`src/psr_pkg.sv`:
```
/*
  Constants, field layout and carrier types for the power supervision
  register block. Assumes a 32-bit APB master and a 200 MHz pclk.
*/
package psr_pkg;

  localparam logic [7:0] OFF_VREG = 8'h00;
  localparam logic [7:0] OFF_OSC = 8'h04;
  localparam logic [7:0] OFF_MON = 8'h08;
  localparam logic [7:0] OFF_IRQ_STAT = 8'h0C;
  localparam logic [7:0] OFF_IRQ_MASK = 8'h10;

  // Regulator register fields
  localparam int VR_LOCK = 31;
  localparam int VR_PULLDN = 30;
  localparam int VR_CORE_LVL = 25;
  localparam int VR_IO_LVL = 24;
  localparam int VR_CORE_MASK = 23;
  localparam int VR_CORE_STATE = 22;
  localparam int VR_CORE_EN = 21;
  localparam int VR_IO_MASK = 20;
  localparam int VR_IO_STATE = 19;
  localparam int VR_IO_EN = 18;
  localparam int VR_DEEP_DIS = 17;
  localparam int VR_CAL_DONE = 16;
  localparam int VR_TRIM_LSB = 8;
  localparam int VR_ON = 7;
  localparam int VR_SETTLED = 6;
  localparam int VR_EN = 5;
  localparam int VR_VSEL_LSB = 0;

  // Oscillator register fields
  localparam int OS_CAL_DONE = 16;
  localparam int OS_TRIM_LSB = 0;

  // Supply monitor register fields
  localparam int MN_PERIOD_LSB = 24;
  localparam int MN_ON = 18;
  localparam int MN_LOCK = 17;
  localparam int MN_CAL_DONE = 16;
  localparam int MN_TRIM_LSB = 8;
  localparam int MN_FORCE = 7;
  localparam int MN_MODE_LSB = 0;

  // Interrupt status bits
  localparam int IRQ_TRIP = 0;
  localparam int IRQ_SETTLED = 1;
  localparam int IRQ_SAMPLE = 2;

  // Reset values, plus the sampling period base
  localparam logic [2:0] VSEL_1V8 = 3'h0;
  localparam logic VR_EN_RST = 1'b1;
  localparam logic POR_EN_RST = 1'b1;
  localparam logic [2:0] IRQ_MASK_RST = 3'h0;
  localparam logic [2:0] MODE_RST = 3'h0;
  localparam logic [3:0] PERIOD_RST = 4'h0;
  localparam logic [4:0] PERIOD_BASE = 5'h05;

  typedef enum logic [1:0] {
    PSR_MON_OFF,
    PSR_MON_RESET_IRQ,
    PSR_MON_IRQ_ONLY
  } psr_mon_mode_t;

  // One calibration load from the flash fuses
  typedef struct packed {
    logic vld;
    logic [9:0] val;
  } psr_cal_t;

  typedef struct packed {
    logic lock;
    logic pulldn;
    logic core_mask;
    logic core_en;
    logic io_mask;
    logic io_en;
    logic deep_dis;
    logic cal_done;
    logic [3:0] trim;
    logic en;
    logic [2:0] vsel;
  } psr_vreg_t;

  typedef struct packed {
    logic [3:0] period;
    logic lock;
    logic cal_done;
    logic [3:0] trim;
    logic force_smp;
    logic [2:0] mode;
  } psr_mon_t;

endpackage : psr_pkg

```
`src/psr_regs.sv`:
```
/*
  Power supervision registers: regulator control, system RC trim and
  3.3V supply monitor, with APB slave, interrupt and sample pacing.
  Assumes presetn is asserted on every reset and por_rst_n only on a
  power-on reset; analog status and the 32kHz tick are synchronous.
*/
`timescale 1ns/10ps
`default_nettype none

module psr_regs (
  input wire logic pclk,
  input wire logic presetn,
  input wire logic por_rst_n,
  input wire logic psel,
  input wire logic penable,
  input wire logic pwrite,
  input wire logic [7:0] paddr,
  input wire logic [31:0] pwdata,
  output logic pready,
  output logic [31:0] prdata,
  output logic pslverr,
  input wire psr_pkg::psr_cal_t vreg_cal,
  input wire psr_pkg::psr_cal_t osc_cal,
  input wire psr_pkg::psr_cal_t mon_cal,
  output logic vreg_cal_req,
  output logic osc_cal_req,
  output logic mon_cal_req,
  input wire logic core_por_level,
  input wire logic io_por_level,
  input wire logic core_por_state,
  input wire logic io_por_state,
  input wire logic core_por_trip,
  input wire logic io_por_trip,
  input wire logic regulator_on_state,
  input wire logic regulator_at_level,
  input wire logic monitor_on_state,
  input wire logic monitor_trip,
  input wire logic sleep_low_power,
  input wire logic sleep_deep_static,
  input wire logic rc32k_tick,
  output logic core_por_enable,
  output logic io_por_enable,
  output logic core_por_reset,
  output logic io_por_reset,
  output logic regulator_enable,
  output logic regulator_pulldown_test,
  output logic regulator_deep_mode,
  output logic [2:0] output_voltage_select,
  output logic [3:0] regulator_trim,
  output logic [9:0] osc_trim,
  output logic [3:0] monitor_trim,
  output logic monitor_enable,
  output logic monitor_sampling,
  output logic monitor_sample_req,
  output logic monitor_reset_req,
  output logic irq
);

  function automatic psr_pkg::psr_mon_mode_t mode_dec(input logic [2:0] m);
    psr_pkg::psr_mon_mode_t r;
    r = psr_pkg::PSR_MON_OFF;
    case (m)
      3'h1: r = psr_pkg::PSR_MON_RESET_IRQ;
      3'h2: r = psr_pkg::PSR_MON_IRQ_ONLY;
      default: r = psr_pkg::PSR_MON_OFF;
    endcase
    return r;
  endfunction : mode_dec

  // Last count of a sampling interval, 2^(period+5) ticks
  function automatic logic [20:0] period_last(input logic [3:0] p);
    logic [4:0] sh;
    sh = p + psr_pkg::PERIOD_BASE;
    return 21'(21'h000001 << sh) - 21'h000001;
  endfunction : period_last

  psr_pkg::psr_vreg_t vreg_q;
  psr_pkg::psr_mon_t mon_q;
  logic [9:0] osc_trim_q;
  logic osc_done_q;
  logic [2:0] irq_stat_q;
  logic [2:0] irq_mask_q;
  logic [31:0] rdata_q;
  logic [20:0] smp_cnt_q;
  logic [3:0] smp_period_q;
  logic smp_active_q;
  logic settled_q;
  logic sample_q;
  logic mon_rst_q;

  logic setup;
  logic wr;
  logic rd;
  logic hit;
  logic settled;
  logic sampling;
  logic mon_on;
  logic trip_ev;
  logic settle_ev;
  logic [2:0] irq_set;
  logic [31:0] vreg_rd;
  logic [31:0] osc_rd;
  logic [31:0] mon_rd;
  psr_pkg::psr_mon_mode_t mode;

  assign setup = psel & ~penable;
  assign wr = psel & penable & pwrite;
  assign rd = psel & penable & ~pwrite;
  assign hit = (paddr == psr_pkg::OFF_VREG) | (paddr == psr_pkg::OFF_OSC) |
               (paddr == psr_pkg::OFF_MON) | (paddr == psr_pkg::OFF_IRQ_STAT) |
               (paddr == psr_pkg::OFF_IRQ_MASK);
  assign pready = 1'b1;
  assign pslverr = psel & penable & ~hit;
  assign prdata = rdata_q;

  // Enabled regulator only, and only once the output is up
  assign settled = vreg_q.en & regulator_on_state & regulator_at_level;
  assign mode = mode_dec(mon_q.mode);
  assign mon_on = mode != psr_pkg::PSR_MON_OFF;
  assign sampling = mon_on & (mon_q.force_smp | sleep_deep_static);
  assign trip_ev = mon_on & monitor_trip;
  assign settle_ev = settled & ~settled_q;

  always_comb
  begin
    vreg_rd = 32'h00000000;
    vreg_rd[psr_pkg::VR_LOCK] = vreg_q.lock;
    vreg_rd[psr_pkg::VR_PULLDN] = vreg_q.pulldn;
    vreg_rd[psr_pkg::VR_CORE_LVL] = core_por_level;
    vreg_rd[psr_pkg::VR_IO_LVL] = io_por_level;
    vreg_rd[psr_pkg::VR_CORE_MASK] = vreg_q.core_mask;
    vreg_rd[psr_pkg::VR_CORE_STATE] = core_por_state;
    vreg_rd[psr_pkg::VR_CORE_EN] = vreg_q.core_en;
    vreg_rd[psr_pkg::VR_IO_MASK] = vreg_q.io_mask;
    vreg_rd[psr_pkg::VR_IO_STATE] = io_por_state;
    vreg_rd[psr_pkg::VR_IO_EN] = vreg_q.io_en;
    vreg_rd[psr_pkg::VR_DEEP_DIS] = vreg_q.deep_dis;
    vreg_rd[psr_pkg::VR_CAL_DONE] = vreg_q.cal_done;
    vreg_rd[psr_pkg::VR_TRIM_LSB +: 4] = vreg_q.trim;
    vreg_rd[psr_pkg::VR_ON] = regulator_on_state;
    vreg_rd[psr_pkg::VR_SETTLED] = settled;
    vreg_rd[psr_pkg::VR_EN] = vreg_q.en;
    vreg_rd[psr_pkg::VR_VSEL_LSB +: 3] = vreg_q.vsel;
  end

  always_comb
  begin
    osc_rd = 32'h00000000;
    osc_rd[psr_pkg::OS_CAL_DONE] = osc_done_q;
    osc_rd[psr_pkg::OS_TRIM_LSB +: 10] = osc_trim_q;
  end

  always_comb
  begin
    mon_rd = 32'h00000000;
    mon_rd[psr_pkg::MN_PERIOD_LSB +: 4] = mon_q.period;
    mon_rd[psr_pkg::MN_ON] = monitor_on_state;
    mon_rd[psr_pkg::MN_LOCK] = mon_q.lock;
    mon_rd[psr_pkg::MN_CAL_DONE] = mon_q.cal_done;
    mon_rd[psr_pkg::MN_TRIM_LSB +: 4] = mon_q.trim;
    mon_rd[psr_pkg::MN_FORCE] = mon_q.force_smp;
    mon_rd[psr_pkg::MN_MODE_LSB +: 3] = mon_q.mode;
  end

  // Read data is captured in the setup cycle so it stands in the access cycle
  always_ff @(posedge pclk or negedge presetn)
  begin
    if (!presetn)
      rdata_q <= 32'h00000000;
    else if (setup & ~pwrite)
    begin
      case (paddr)
        psr_pkg::OFF_VREG: rdata_q <= vreg_rd;
        psr_pkg::OFF_OSC: rdata_q <= osc_rd;
        psr_pkg::OFF_MON: rdata_q <= mon_rd;
        psr_pkg::OFF_IRQ_STAT: rdata_q <= {29'h00000000, irq_stat_q};
        psr_pkg::OFF_IRQ_MASK: rdata_q <= {29'h00000000, irq_mask_q};
        default: rdata_q <= 32'h00000000;
      endcase
    end
  end

  // Regulator register lives through ordinary resets; only power-on clears it
  always_ff @(posedge pclk or negedge por_rst_n)
  begin
    if (!por_rst_n)
    begin
      vreg_q.lock <= 1'b0;
      vreg_q.pulldn <= 1'b0;
      vreg_q.core_mask <= 1'b0;
      vreg_q.core_en <= psr_pkg::POR_EN_RST;
      vreg_q.io_mask <= 1'b0;
      vreg_q.io_en <= psr_pkg::POR_EN_RST;
      vreg_q.deep_dis <= 1'b0;
      vreg_q.cal_done <= 1'b0;
      vreg_q.trim <= 4'h0;
      vreg_q.en <= psr_pkg::VR_EN_RST;
      vreg_q.vsel <= psr_pkg::VSEL_1V8;
    end
    else
    begin
      if (wr & (paddr == psr_pkg::OFF_VREG) & ~vreg_q.lock)
      begin
        // Level, state, on and settled bits have no storage here
        vreg_q.lock <= pwdata[psr_pkg::VR_LOCK];
        vreg_q.pulldn <= pwdata[psr_pkg::VR_PULLDN];
        vreg_q.core_mask <= pwdata[psr_pkg::VR_CORE_MASK];
        vreg_q.core_en <= pwdata[psr_pkg::VR_CORE_EN];
        vreg_q.io_mask <= pwdata[psr_pkg::VR_IO_MASK];
        vreg_q.io_en <= pwdata[psr_pkg::VR_IO_EN];
        vreg_q.deep_dis <= pwdata[psr_pkg::VR_DEEP_DIS];
        vreg_q.trim <= pwdata[psr_pkg::VR_TRIM_LSB +: 4];
        vreg_q.en <= pwdata[psr_pkg::VR_EN];
        vreg_q.vsel <= pwdata[psr_pkg::VR_VSEL_LSB +: 3];
      end
      // Fuse load wins over a same-cycle software write to the trim
      if (vreg_cal.vld & ~vreg_q.cal_done)
      begin
        vreg_q.trim <= vreg_cal.val[3:0];
        vreg_q.cal_done <= 1'b1;
      end
    end
  end

  // Request a reload after a power-on reset until done; done survives non-POR resets
  assign vreg_cal_req = ~vreg_q.cal_done;

  always_ff @(posedge pclk or negedge por_rst_n)
  begin
    if (!por_rst_n)
    begin
      osc_trim_q <= 10'h000;
      osc_done_q <= 1'b0;
    end
    else
    begin
      if (wr & (paddr == psr_pkg::OFF_OSC))
        osc_trim_q <= pwdata[psr_pkg::OS_TRIM_LSB +: 10];
      if (osc_cal.vld & ~osc_done_q)
      begin
        osc_trim_q <= osc_cal.val;
        osc_done_q <= 1'b1;
      end
    end
  end

  assign osc_cal_req = ~osc_done_q;

  // Monitor register is cleared by any reset, lock included
  always_ff @(posedge pclk or negedge presetn)
  begin
    if (!presetn)
    begin
      mon_q.period <= psr_pkg::PERIOD_RST;
      mon_q.lock <= 1'b0;
      mon_q.cal_done <= 1'b0;
      mon_q.trim <= 4'h0;
      mon_q.force_smp <= 1'b0;
      mon_q.mode <= psr_pkg::MODE_RST;
    end
    else
    begin
      if (wr & (paddr == psr_pkg::OFF_MON) & ~mon_q.lock)
      begin
        mon_q.period <= pwdata[psr_pkg::MN_PERIOD_LSB +: 4];
        mon_q.lock <= pwdata[psr_pkg::MN_LOCK];
        mon_q.trim <= pwdata[psr_pkg::MN_TRIM_LSB +: 4];
        mon_q.force_smp <= pwdata[psr_pkg::MN_FORCE];
        mon_q.mode <= pwdata[psr_pkg::MN_MODE_LSB +: 3];
      end
      if (mon_cal.vld & ~mon_q.cal_done)
      begin
        mon_q.trim <= mon_cal.val[3:0];
        mon_q.cal_done <= 1'b1;
      end
    end
  end

  assign mon_cal_req = ~mon_q.cal_done;

  // Sampling interval counter on slow-clock ticks
  always_ff @(posedge pclk or negedge presetn)
  begin
    if (!presetn)
    begin
      smp_cnt_q <= 21'h000000;
      smp_period_q <= psr_pkg::PERIOD_RST;
      smp_active_q <= 1'b0;
      sample_q <= 1'b0;
    end
    else
    begin
      smp_period_q <= mon_q.period;
      smp_active_q <= sampling;
      sample_q <= 1'b0;
      if (~sampling | ~smp_active_q | (smp_period_q != mon_q.period))
        smp_cnt_q <= 21'h000000;
      else if (rc32k_tick)
      begin
        if (smp_cnt_q >= period_last(mon_q.period))
        begin
          smp_cnt_q <= 21'h000000;
          sample_q <= 1'b1;
        end
        else
          smp_cnt_q <= smp_cnt_q + 21'h000001;
      end
    end
  end

  // Reset request held one cycle per trip in the resetting mode only
  always_ff @(posedge pclk or negedge presetn)
  begin
    if (!presetn)
    begin
      mon_rst_q <= 1'b0;
      settled_q <= 1'b0;
    end
    else
    begin
      mon_rst_q <= monitor_trip & (mode == psr_pkg::PSR_MON_RESET_IRQ);
      settled_q <= settled;
    end
  end

  assign irq_set = {sample_q, settle_ev, trip_ev};

  // Read of status clears it; an event in the same cycle is kept
  always_ff @(posedge pclk or negedge presetn)
  begin
    if (!presetn)
      irq_stat_q <= 3'h0;
    else if (rd & (paddr == psr_pkg::OFF_IRQ_STAT))
      // Clear only what the setup-cycle capture reported; a later set is not lost
      irq_stat_q <= (irq_stat_q & ~rdata_q[2:0]) | irq_set;
    else
      irq_stat_q <= irq_stat_q | irq_set;
  end

  always_ff @(posedge pclk or negedge presetn)
  begin
    if (!presetn)
      irq_mask_q <= psr_pkg::IRQ_MASK_RST;
    else if (wr & (paddr == psr_pkg::OFF_IRQ_MASK))
      irq_mask_q <= pwdata[2:0];
  end

  assign irq = |(irq_stat_q & irq_mask_q);

  assign core_por_enable = vreg_q.core_en;
  assign io_por_enable = vreg_q.io_en;
  assign core_por_reset = core_por_trip & vreg_q.core_en & ~vreg_q.core_mask;
  assign io_por_reset = io_por_trip & vreg_q.io_en & ~vreg_q.io_mask;
  assign regulator_enable = vreg_q.en;
  assign regulator_pulldown_test = vreg_q.pulldn;
  assign regulator_deep_mode = sleep_low_power & ~vreg_q.deep_dis;
  assign output_voltage_select = vreg_q.vsel;
  assign regulator_trim = vreg_q.trim;
  assign osc_trim = osc_trim_q;
  assign monitor_trim = mon_q.trim;
  assign monitor_enable = mon_on;
  assign monitor_sampling = sampling;
  assign monitor_sample_req = sample_q;
  assign monitor_reset_req = mon_rst_q;

endmodule : psr_regs

`default_nettype wire

```
`config.mk`:
```
export PLATFORM = sky130hd
export DESIGN_NAME = psr_regs
export DESIGN_NICKNAME = d
export VERILOG_FILES = /design/src/psr_pkg.sv /design/src/psr_regs.sv
export SDC_FILE = /design/constraint.sdc
export NUM_CORES = 1
export LEC_CHECK = 0
export CORE_MARGIN = 3
export CORE_UTILIZATION = 58
export CTS_CLUSTER_DIAMETER = 30
export DETAILED_ROUTE_END_ITERATION = 7
export DONT_BUFFER_PORTS = 1
export MAX_ROUTING_LAYER = met4
export PLACE_DENSITY = 0.74
export SYNTH_ARGS = -nofsm -noshare
export SYNTH_HDL_FRONTEND = slang
export SYNTH_SLANG_ARGS = --single-unit
export TNS_END_PERCENT = 1
```
`constraint.sdc`:
```
create_clock -name pclk -period 3.7 [get_ports pclk]
set_input_delay 0.185 -clock pclk [delete_from_list [all_inputs] [get_ports pclk]]
set_output_delay 0.185 -clock pclk [all_outputs]
set_load 0.01 [all_outputs]
```
* Word-level counts from Yosys, hierarchy flattened
Index checks and enable logic that the tools add are counted.
** Word-level totals
- Flip-flop bits (word level) :: 108
** Cells by class
- $add $sub $neg :: 3
- Order comparisons :: 1
- Equality and inequality tests :: 8
- Shift-type cells :: 1
- Muxes and demuxes :: 15
- Bitwise logic cells :: 53
- Reduce and logical (&&, ||, !) cells :: 7
** Operator list (number)
- 32-bit case mux with 5 select lines :: 1
- 21-bit 2-to-1 mux :: 3
- 1-bit AND :: 27
- 21-bit by 1-bit adder with 21-bit output (second input constant) :: 1
- 21-bit greater-or-equal comparator :: 1
- 1-bit by 5-bit left shift with 21-bit output (first input constant) :: 1
- 21-bit by 1-bit subtractor with 21-bit output (second input constant) :: 1
- 10-bit 2-to-1 mux :: 2
- 8-bit by 4-bit == test with 1-bit output (second input constant) :: 2
- 8-bit 2-to-1 mux :: 2
- 1-bit NOT :: 14
- 2-bit nonzero test :: 5
- 8-bit by 3-bit == test with 1-bit output (second input constant) :: 1
- 8-bit by 5-bit == test with 1-bit output (second input constant) :: 1
- 8-bit zero test :: 1
- 4-bit 2-to-1 mux :: 2
- 1-bit OR :: 7
- 3-bit AND :: 2
- 3-bit OR :: 2
- 4-bit by 3-bit adder with 5-bit output (second input constant) :: 1
- 4-bit inequality test :: 1
- 2-bit case mux with 2 select lines :: 1
- 3-bit by 1-bit == test with 1-bit output (second input constant) :: 1
- 3-bit by 2-bit == test with 1-bit output (second input constant) :: 1
- 5 further kinds :: 7

* Longest topological paths before layout
Gate-level depths: netlist of run 1.
- Depth after elaboration :: 8
- Mapped depth :: 13
- Mapped depth without buffers :: 11

* Worst setup path after synthesis of run 1
No wires, ideal clock.
- Kind :: register to register
- Start :: register mon_q[13] (netlist bit)
- End :: register smp_cnt_q[12]
- Library setup time :: 124 ps
- Data arrival time :: 2845 ps
- Required time :: 3576 ps
- Setup slack :: 731 ps
- Stages on the path, launching flop included :: 11
- Path buffers :: 3
- Period minus slack after synthesis :: 2969 ps
- Path through :: dfrtp_1 clkbuf_1 clkbuf_1 nand4_1 ha_1 nand4_1 or4_4 o211ai_4 buf_2 nor3_1 a211o_1
** On the way
- Cells in the longest elaborated chain, start to end :: 7
- Elaborated cells between the ends (all ways) :: 10
** RTL lines
- from (decl) :: RTL line psr_regs.sv:78 : psr_pkg::psr_mon_t mon_q;
- 4-bit by 3-bit adder with 5-bit output :: RTL line psr_regs.sv:73 : sh = p + psr_pkg::PERIOD_BASE;
- 1-bit by 5-bit left shift with 21-bit output :: RTL line psr_regs.sv:74 : return 21'(21'h000001 << sh) - 21'h000001;
- 21-bit by 1-bit subtractor with 21-bit output :: RTL line psr_regs.sv:74
- 21-bit greater-or-equal comparator :: RTL line psr_regs.sv:300 : if (smp_cnt_q >= period_last(mon_q.period))
- 21-bit 2-to-1 mux :: RTL line psr_regs.sv:300
- 21-bit 2-to-1 mux :: RTL line psr_regs.sv:298 : else if (rc32k_tick)
- 21-bit 2-to-1 mux :: RTL line psr_regs.sv:296 : if (~sampling | ~smp_active_q | (smp_period_q != mon_q.period))
- to (signal assigned) :: RTL line psr_regs.sv:306 : smp_cnt_q <= smp_cnt_q + 21'h000001;
- to (decl) :: RTL line psr_regs.sv:84 : logic [20:0] smp_cnt_q;
Several ways; a longest one is shown, not always the timed one. The select of a mux whose other input is x is not followed.
A chain may end at the register's enable or synchronous reset.

* Worst setup path after layout of run 1
- Start :: register mon_q[11] (netlist bit)
- End :: register smp_cnt_q[9]
The elaborated chain is that of the path after synthesis.

==> impl_metrics.toml, run 1 <==
[clock_network]
cts_hold_buffers = 37
cts_sinks = 102
cts_made_buffers = 9
worstSkewPairLatency_ns = 0.36
cts_tree = "built"
post_cts_resized = 0
clkSlewWorstSetupHoldPaths_ns = 0.10
cts_buffer_depth = 2
post_cts.repair.setup_buffers = 0
cts_root_buf = "clkbuf_8"
cts_max_level = 3

[finish]
finalNetCount = 693
area_growth_pct = 11.2
fill_cells = 698
diodes = 0
final_common_cell = "dfrtp_1"
mostFrequentLayoutCells = "99 x dfrtp_1, 65 x nand2_1, 38 x o21ai_0"
drive_gt1_frac = 0.118

[setup_path]
required_ns = 3.95
critPathCapture = "smp_cnt_q[9]$_DFFE_PN0P_"
ff2ff_path_depth = 9
critical-path-max-stage-delay_ns = 0.60
cp_cell_sequence = "and2_0 -> nand3_1 -> ha_1 -> nand4_1 -> or4_4 -> o211ai_4 -> buf_4 -> o31ai_1 -> a22o_1"
rr_startpoint = "mon_q[11]$_DFFE_PN0P_"
crit_start = "mon_q[11]$_DFFE_PN0P_"
cp-end-kind = "register"
path_class = "reg2reg"
r2r_slack_ns = 0.49
critPathMaxFanout = 13
worstPathArrival_ns = 3.45
slowest_stage = "dfrtp_1"
crit_path_start_kind = "register"
reg2reg_to = "smp_cnt_q[9]$_DFFE_PN0P_"

[job]
maxCapViolCount = 0

[die]
die_width_um = 105
die_h_um = 105
die_area_um2 = 11000
pin_count = 162
start_util = 0.603
core_um2 = 9370
fp-row-count = 35

[detailed_routing]
drt_wl_total_mm = 13.8
ant_nets = 0
vias = 4416
drc = 0
drt-initial-drc-count = 303
drt-pass1-iter-count = 5
vias_per_cell = 6.20
drt-wirelength-per-cell_um = 19.3

[timing]
relSlewSlack = 0.333
clock_skew_ns = 0.0178
maxSlewViolCount = 0
rsz0062_at_grt = "no"
clock.fmax_mhz = 312
hold_viol_final = 0
fin_setup_tns_ns = 0
fin_hold_ws_ns = 0.0219
finalCriticalPeriod_ns = 3.21
final.period_utilization = 0.867
finalSetupViolCount = 0
worst_pin_slew_ns = 0.998

[global_route]
grt_pass1_wl_mm = 22.7
grt_pass1_vias = 4569
grt_overflow = 0
grt_max_degree = 76
grt_usage = 0.265
antenna_found_initial = 0

[logic_synthesis]
synthesis.area_um2 = 5650
async_flop_share = 1.00
netlist_instances = 557
synthDistinctLibCells = 65
ys_warn_count = 0
yosys_register_bits = 102
ys.flop_type = "dfrtp_1"
yosys.area.top_type_share = 0.439
yosys-top-cells-area = "dfrtp_1 44%, ha_1 5.1%, mux2i_1 4.4%"
synth_enable_flop_cells = 0
ys_seq_area_frac = 0.452
syn_avg_cell_area_um2 = 10.1
synth_top_area_cell = "dfrtp_1"

[run_status]
status = "completed"

[place]
dpl.hpwl_mm = 9.78
io_buffer_count = 0
gp_congestion = 0.911

[hold_path]
hold_class = "in2reg"

[pwr]
vdd_drop_max_v = 0.000257
power_density_nw_per_um2 = 350
leakage_nw = 2.92
==> kinds of logic after synthesis <==
group / share of synthesized area
XOR/XNOR: 0.00930
other: 0.00133
buffers and inverters: 0.0578
AND/OR/NAND/NOR: 0.178
adder cells (fa/ha/maj): 0.0509
multiplexers: 0.0988
AO/OA/AOI/OAI: 0.151
flip-flops: 0.452
==> metrics by stage <==
step	utilization	instance area, µm²	std cells	setup WS [ns]	total power, mW
global route	0.670	6280	712	0.203	2.29
floorplan	-	5680	566	0.731	1.31
CTS	0.670	6280	712	0.494	2.21
global placement	0.602	5650	659	0.594	1.31
finish	0.670	6280	712	0.493	2.20
detailed placement	0.602	5650	659	0.521	1.32
==> registers in the layout, indices dropped and copies added, names as in the netlist, 3 cells and up <==
register	flops
regulator_trim	4
irq_mask_q	3
osc_trim	10
smp_cnt_q	21
smp_period_q	4
mon_q	10
monitor_trim	4
irq_stat_q	3
vreg_q	5
output_voltage_select	3
prdata	26
==> synthesized netlist by cell type, types with 3 or more instances <==
library cell,instances
a21o_1,6
a21oi_1,22
a222oi_1,8
a22o_1,17
a31oi_1,4
and3_1,8
buf_2,3
buf_4,18
clkbuf_1,17
dfrtp_1,99
dfstp_2,3
ha_1,23
inv_1,21
mux2_2,21
mux2i_1,25
nand2_1,65
nand2b_1,5
nand3_1,9
nand3b_1,5
nand4_1,10
nor2_1,28
nor2b_1,11
nor3_1,12
nor3_2,3
nor3b_1,3
nor4_1,5
o21ai_0,38
o31ai_1,6
or2_2,4
or3_1,6
xnor2_1,5
==> layer usage <==
metal / track usage / share of wire
met1: 0.329 / 0.41
met5: - / 0
met2: 0.422 / 0.49
met3: 0.0723 / 0.081
met4: 0.0890 / 0.019
==> critical path: cells and delay by family, from the launching register on <==
kind,cells,cell delay (ns)
and+or+nand+nor,4,1.20
AOI/OAI and AO/OA,3,0.70
DFF,1,0.60
adders and majority gates,1,0.37
buffers and inverters,1,0.23
==> cell type report <==
cell class / count / area [µm²] / area share
Clock inverter: 5 / 106 / 0.0169
Clock buffer: 11 / 131 / 0.0209
Timing Repair Buffer: 43 / 443 / 0.0705
Inverter: 22 / 82.6 / 0.0131
Tap cell: 129 / 161 / 0.0257
Sequential cell: 102 / 2560 / 0.407
Multi-Input combinational cell: 400 / 2800 / 0.446
==> worst min path at each step <==
stage / startpoint / cells after the start / endpoint / slack (ns)
floorplan: presetn / 0 / irq_mask_q[0]$_DFFE_PN0P_ / -0.11
global placement: por_rst_n / 0 / osc_trim[6]$_DFFE_PN0P_ / -0.11
detailed placement: por_rst_n / 0 / osc_trim[5]$_DFFE_PN0P_ / -0.11
CTS: pwdata[1] / 2 / osc_trim[1]$_DFFE_PN0P_ / 0.008
global route: pwdata[5] / 2 / osc_trim[5]$_DFFE_PN0P_ / 0.03
finish: pwdata[9] / 2 / osc_trim[9]$_DFFE_PN0P_ / 0.02
==> where the power goes <==
group / internal (mW) / switching (mW) / leakage, nW / total (mW)
logic: 0.0746 / 0.0840 / 1.44 / 0.159
registers: 1.15 / 0.0490 / 1.37 / 1.20
clock network: 0.453 / 0.390 / 0.114 / 0.843
No activity file was read; power rests on OpenSTA's default activity.
==> inputs of run 2 (changes only) <==
CORE_UTILIZATION = 46   (was 58)
PLACE_DENSITY = not set   (was 0.74)
==> run 2 against run 1 <==
Effect of this change:
- final area is 1.7% higher
- cell count is 2.2% higher
- critical path depth is 1 lower
- highest routed layer unchanged
- total power is 6.6% higher
- routed wire length is 3.9% higher
- first-iteration DRC count is 22% lower
- register-to-register slack gained 0.08 ns
- critical endpoint is now smp_cnt_q[3]$_DFFE_PN0P_
- count of clock-buffer cells in the layout is the same
- via count down 0.48%
- global-route usage decreased by 4.9 points
- sequential share of layout area is 0.67 points lower
==> impl_metrics.toml, run 2 (same netlist as run 1, synthesis figures left out) <==
[clock_network]
cts_tree = "built"
post_cts_resized = 0
cts_sinks = 102
cts_root_buf = "clkbuf_16"
post_cts.repair.setup_buffers = 0
cts_hold_buffers = 37
worstSkewPairLatency_ns = 0.35
cts_buffer_depth = 2
clkSlewWorstSetupHoldPaths_ns = 0.08
cts_max_level = 3
cts_made_buffers = 9

[setup_path]
critPathMaxFanout = 13
crit_family = "simple AND/OR/NAND/NOR gates"
cp-end-kind = "register"
critical-path-max-stage-delay_ns = 0.61
required_ns = 3.93
crit_path_start_kind = "register"
path_buf_inv = 0
path_class = "reg2reg"
worstPathArrival_ns = 3.36
cp_cell_sequence = "and2_0 -> nand3_1 -> ha_1 -> nand4_1 -> or4_4 -> o211ai_4 -> nor3_2 -> a221o_1"
slowest_stage = "dfrtp_1"

[place]
gp_congestion = 0.821
dpl.hpwl_mm = 10.0
io_buffer_count = 0

[finish]
largest_reg_flops = 26
mostFrequentLayoutCells = "99 x dfrtp_1, 65 x nand2_1, 38 x o21ai_0"
fin_util = 0.545
area_growth_pct = 13.0
drive_gt1_frac = 0.123
diodes = 0
fill_cells = 1038
finalNetCount = 695
final_common_cell = "dfrtp_1"

[pwr]
switching_power_mw = 0.567
vdd_drop_max_v = 0.000288
swShare = 0.242
internal-power_mw = 1.78
power_density_nw_per_um2 = 367
power_frac_comb = 0.068
leakage_nw = 2.97
clockPowerShare = 0.421
power_frac_seq = 0.511
p_total_mw = 2.34

[die]
start_util = 0.482
core_um2 = 11700
die_width_um = 117
pin_count = 162
fp-row-count = 39
die_h_um = 117
die_area_um2 = 13600

[timing]
clock_skew_ns = 0.0117
relSlewSlack = 0.351
fin_setup_tns_ns = 0
rsz0062_at_grt = "no"
hold_viol_final = 0
maxSlewViolCount = 0
finalSetupViolCount = 0
worst_pin_slew_ns = 0.970
final.period_utilization = 0.844
clock.fmax_mhz = 320
finalCriticalPeriod_ns = 3.12

[detailed_routing]
drt-wirelength-per-cell_um = 19.6
ant_nets = 0
drt-pass1-iter-count = 6
vias = 4395
drc = 0
drt-initial-drc-count = 236
drt_wl_total_mm = 14.3
vias_per_cell = 6.04

[global_route]
antenna_found_initial = 0
grt_usage = 0.216
grt_overflow = 0
grt_pass1_wl_mm = 22.1
grt_max_degree = 76
grt_pass1_vias = 4351

[run_status]
status = "completed"

[job]
maxCapViolCount = 0

[hold_path]
hold_class = "in2reg"
run 2: worst paths after layout:
check                                      start                  endpoint  slack, ns  cells past startpoint
hold reg to reg             mon_q[9]$_DFFE_PN0P_      mon_q[9]$_DFFE_PN0P_       0.50                      1
setup / recovery           mon_q[11]$_DFFE_PN0P_  smp_cnt_q[3]$_DFFE_PN0P_       0.58                      8
max in group asynchronous                presetn  smp_cnt_q[6]$_DFFE_PN0P_       2.99                      2
hold / removal                         pwdata[4]   osc_trim[4]$_DFFE_PN0P_       0.03                      2
setup reg to reg           mon_q[11]$_DFFE_PN0P_  smp_cnt_q[3]$_DFFE_PN0P_       0.58                      8
min in group asynchronous              por_rst_n   osc_trim[2]$_DFFE_PN0P_       0.27                      2
run 2: power groups by stage:
| stage | registers (mW) | logic, mW | clock network, mW |
|---|---|---|---|
| 2_1_floorplan | 1.20 | 0.114 | 0 |
| 3_3_place_gp | 1.22 | 0.0941 | 0 |
| 3_5_place_dp | 1.22 | 0.0973 | 0 |
| 4_1_cts | 1.20 | 0.159 | 1.02 |
| 5_1_grt | 1.20 | 0.179 | 1.06 |
| 6_report | 1.20 | 0.159 | 0.986 |
run 2: layout make-up:
class                           count  area [µm²]  share of cell area
Timing Repair Buffer               45         458              0.0717
Sequential cell                   102        2560               0.400
Clock inverter                      5        67.6              0.0106
Tap cell                          143         179              0.0280
Inverter                           22        82.6              0.0129
Clock buffer                       11         243              0.0380
Multi-Input combinational cell    400        2800               0.438
run 2: layer usage:
layer / share of wire / GRT usage / vias up
met2: 0.49 / 0.340 / 154
met5: 0 / - / -
met3: 0.058 / 0.0581 / 23
li1: - / - / 2043
met1: 0.44 / 0.270 / 2175
met4: 0.018 / 0.0726 / 0
run 2: per-stage QoR:
stage	instance area, µm²	hold slack [ns]	std cells	setup slack [ns]
floorplan	5680	-0.111	566	0.731
global placement	5680	-0.110	675	0.606
detailed placement	5680	-0.110	675	0.567
CTS	6390	0.0173	728	0.559
global route	6390	0.0316	728	0.328
finish	6390	0.0319	728	0.576
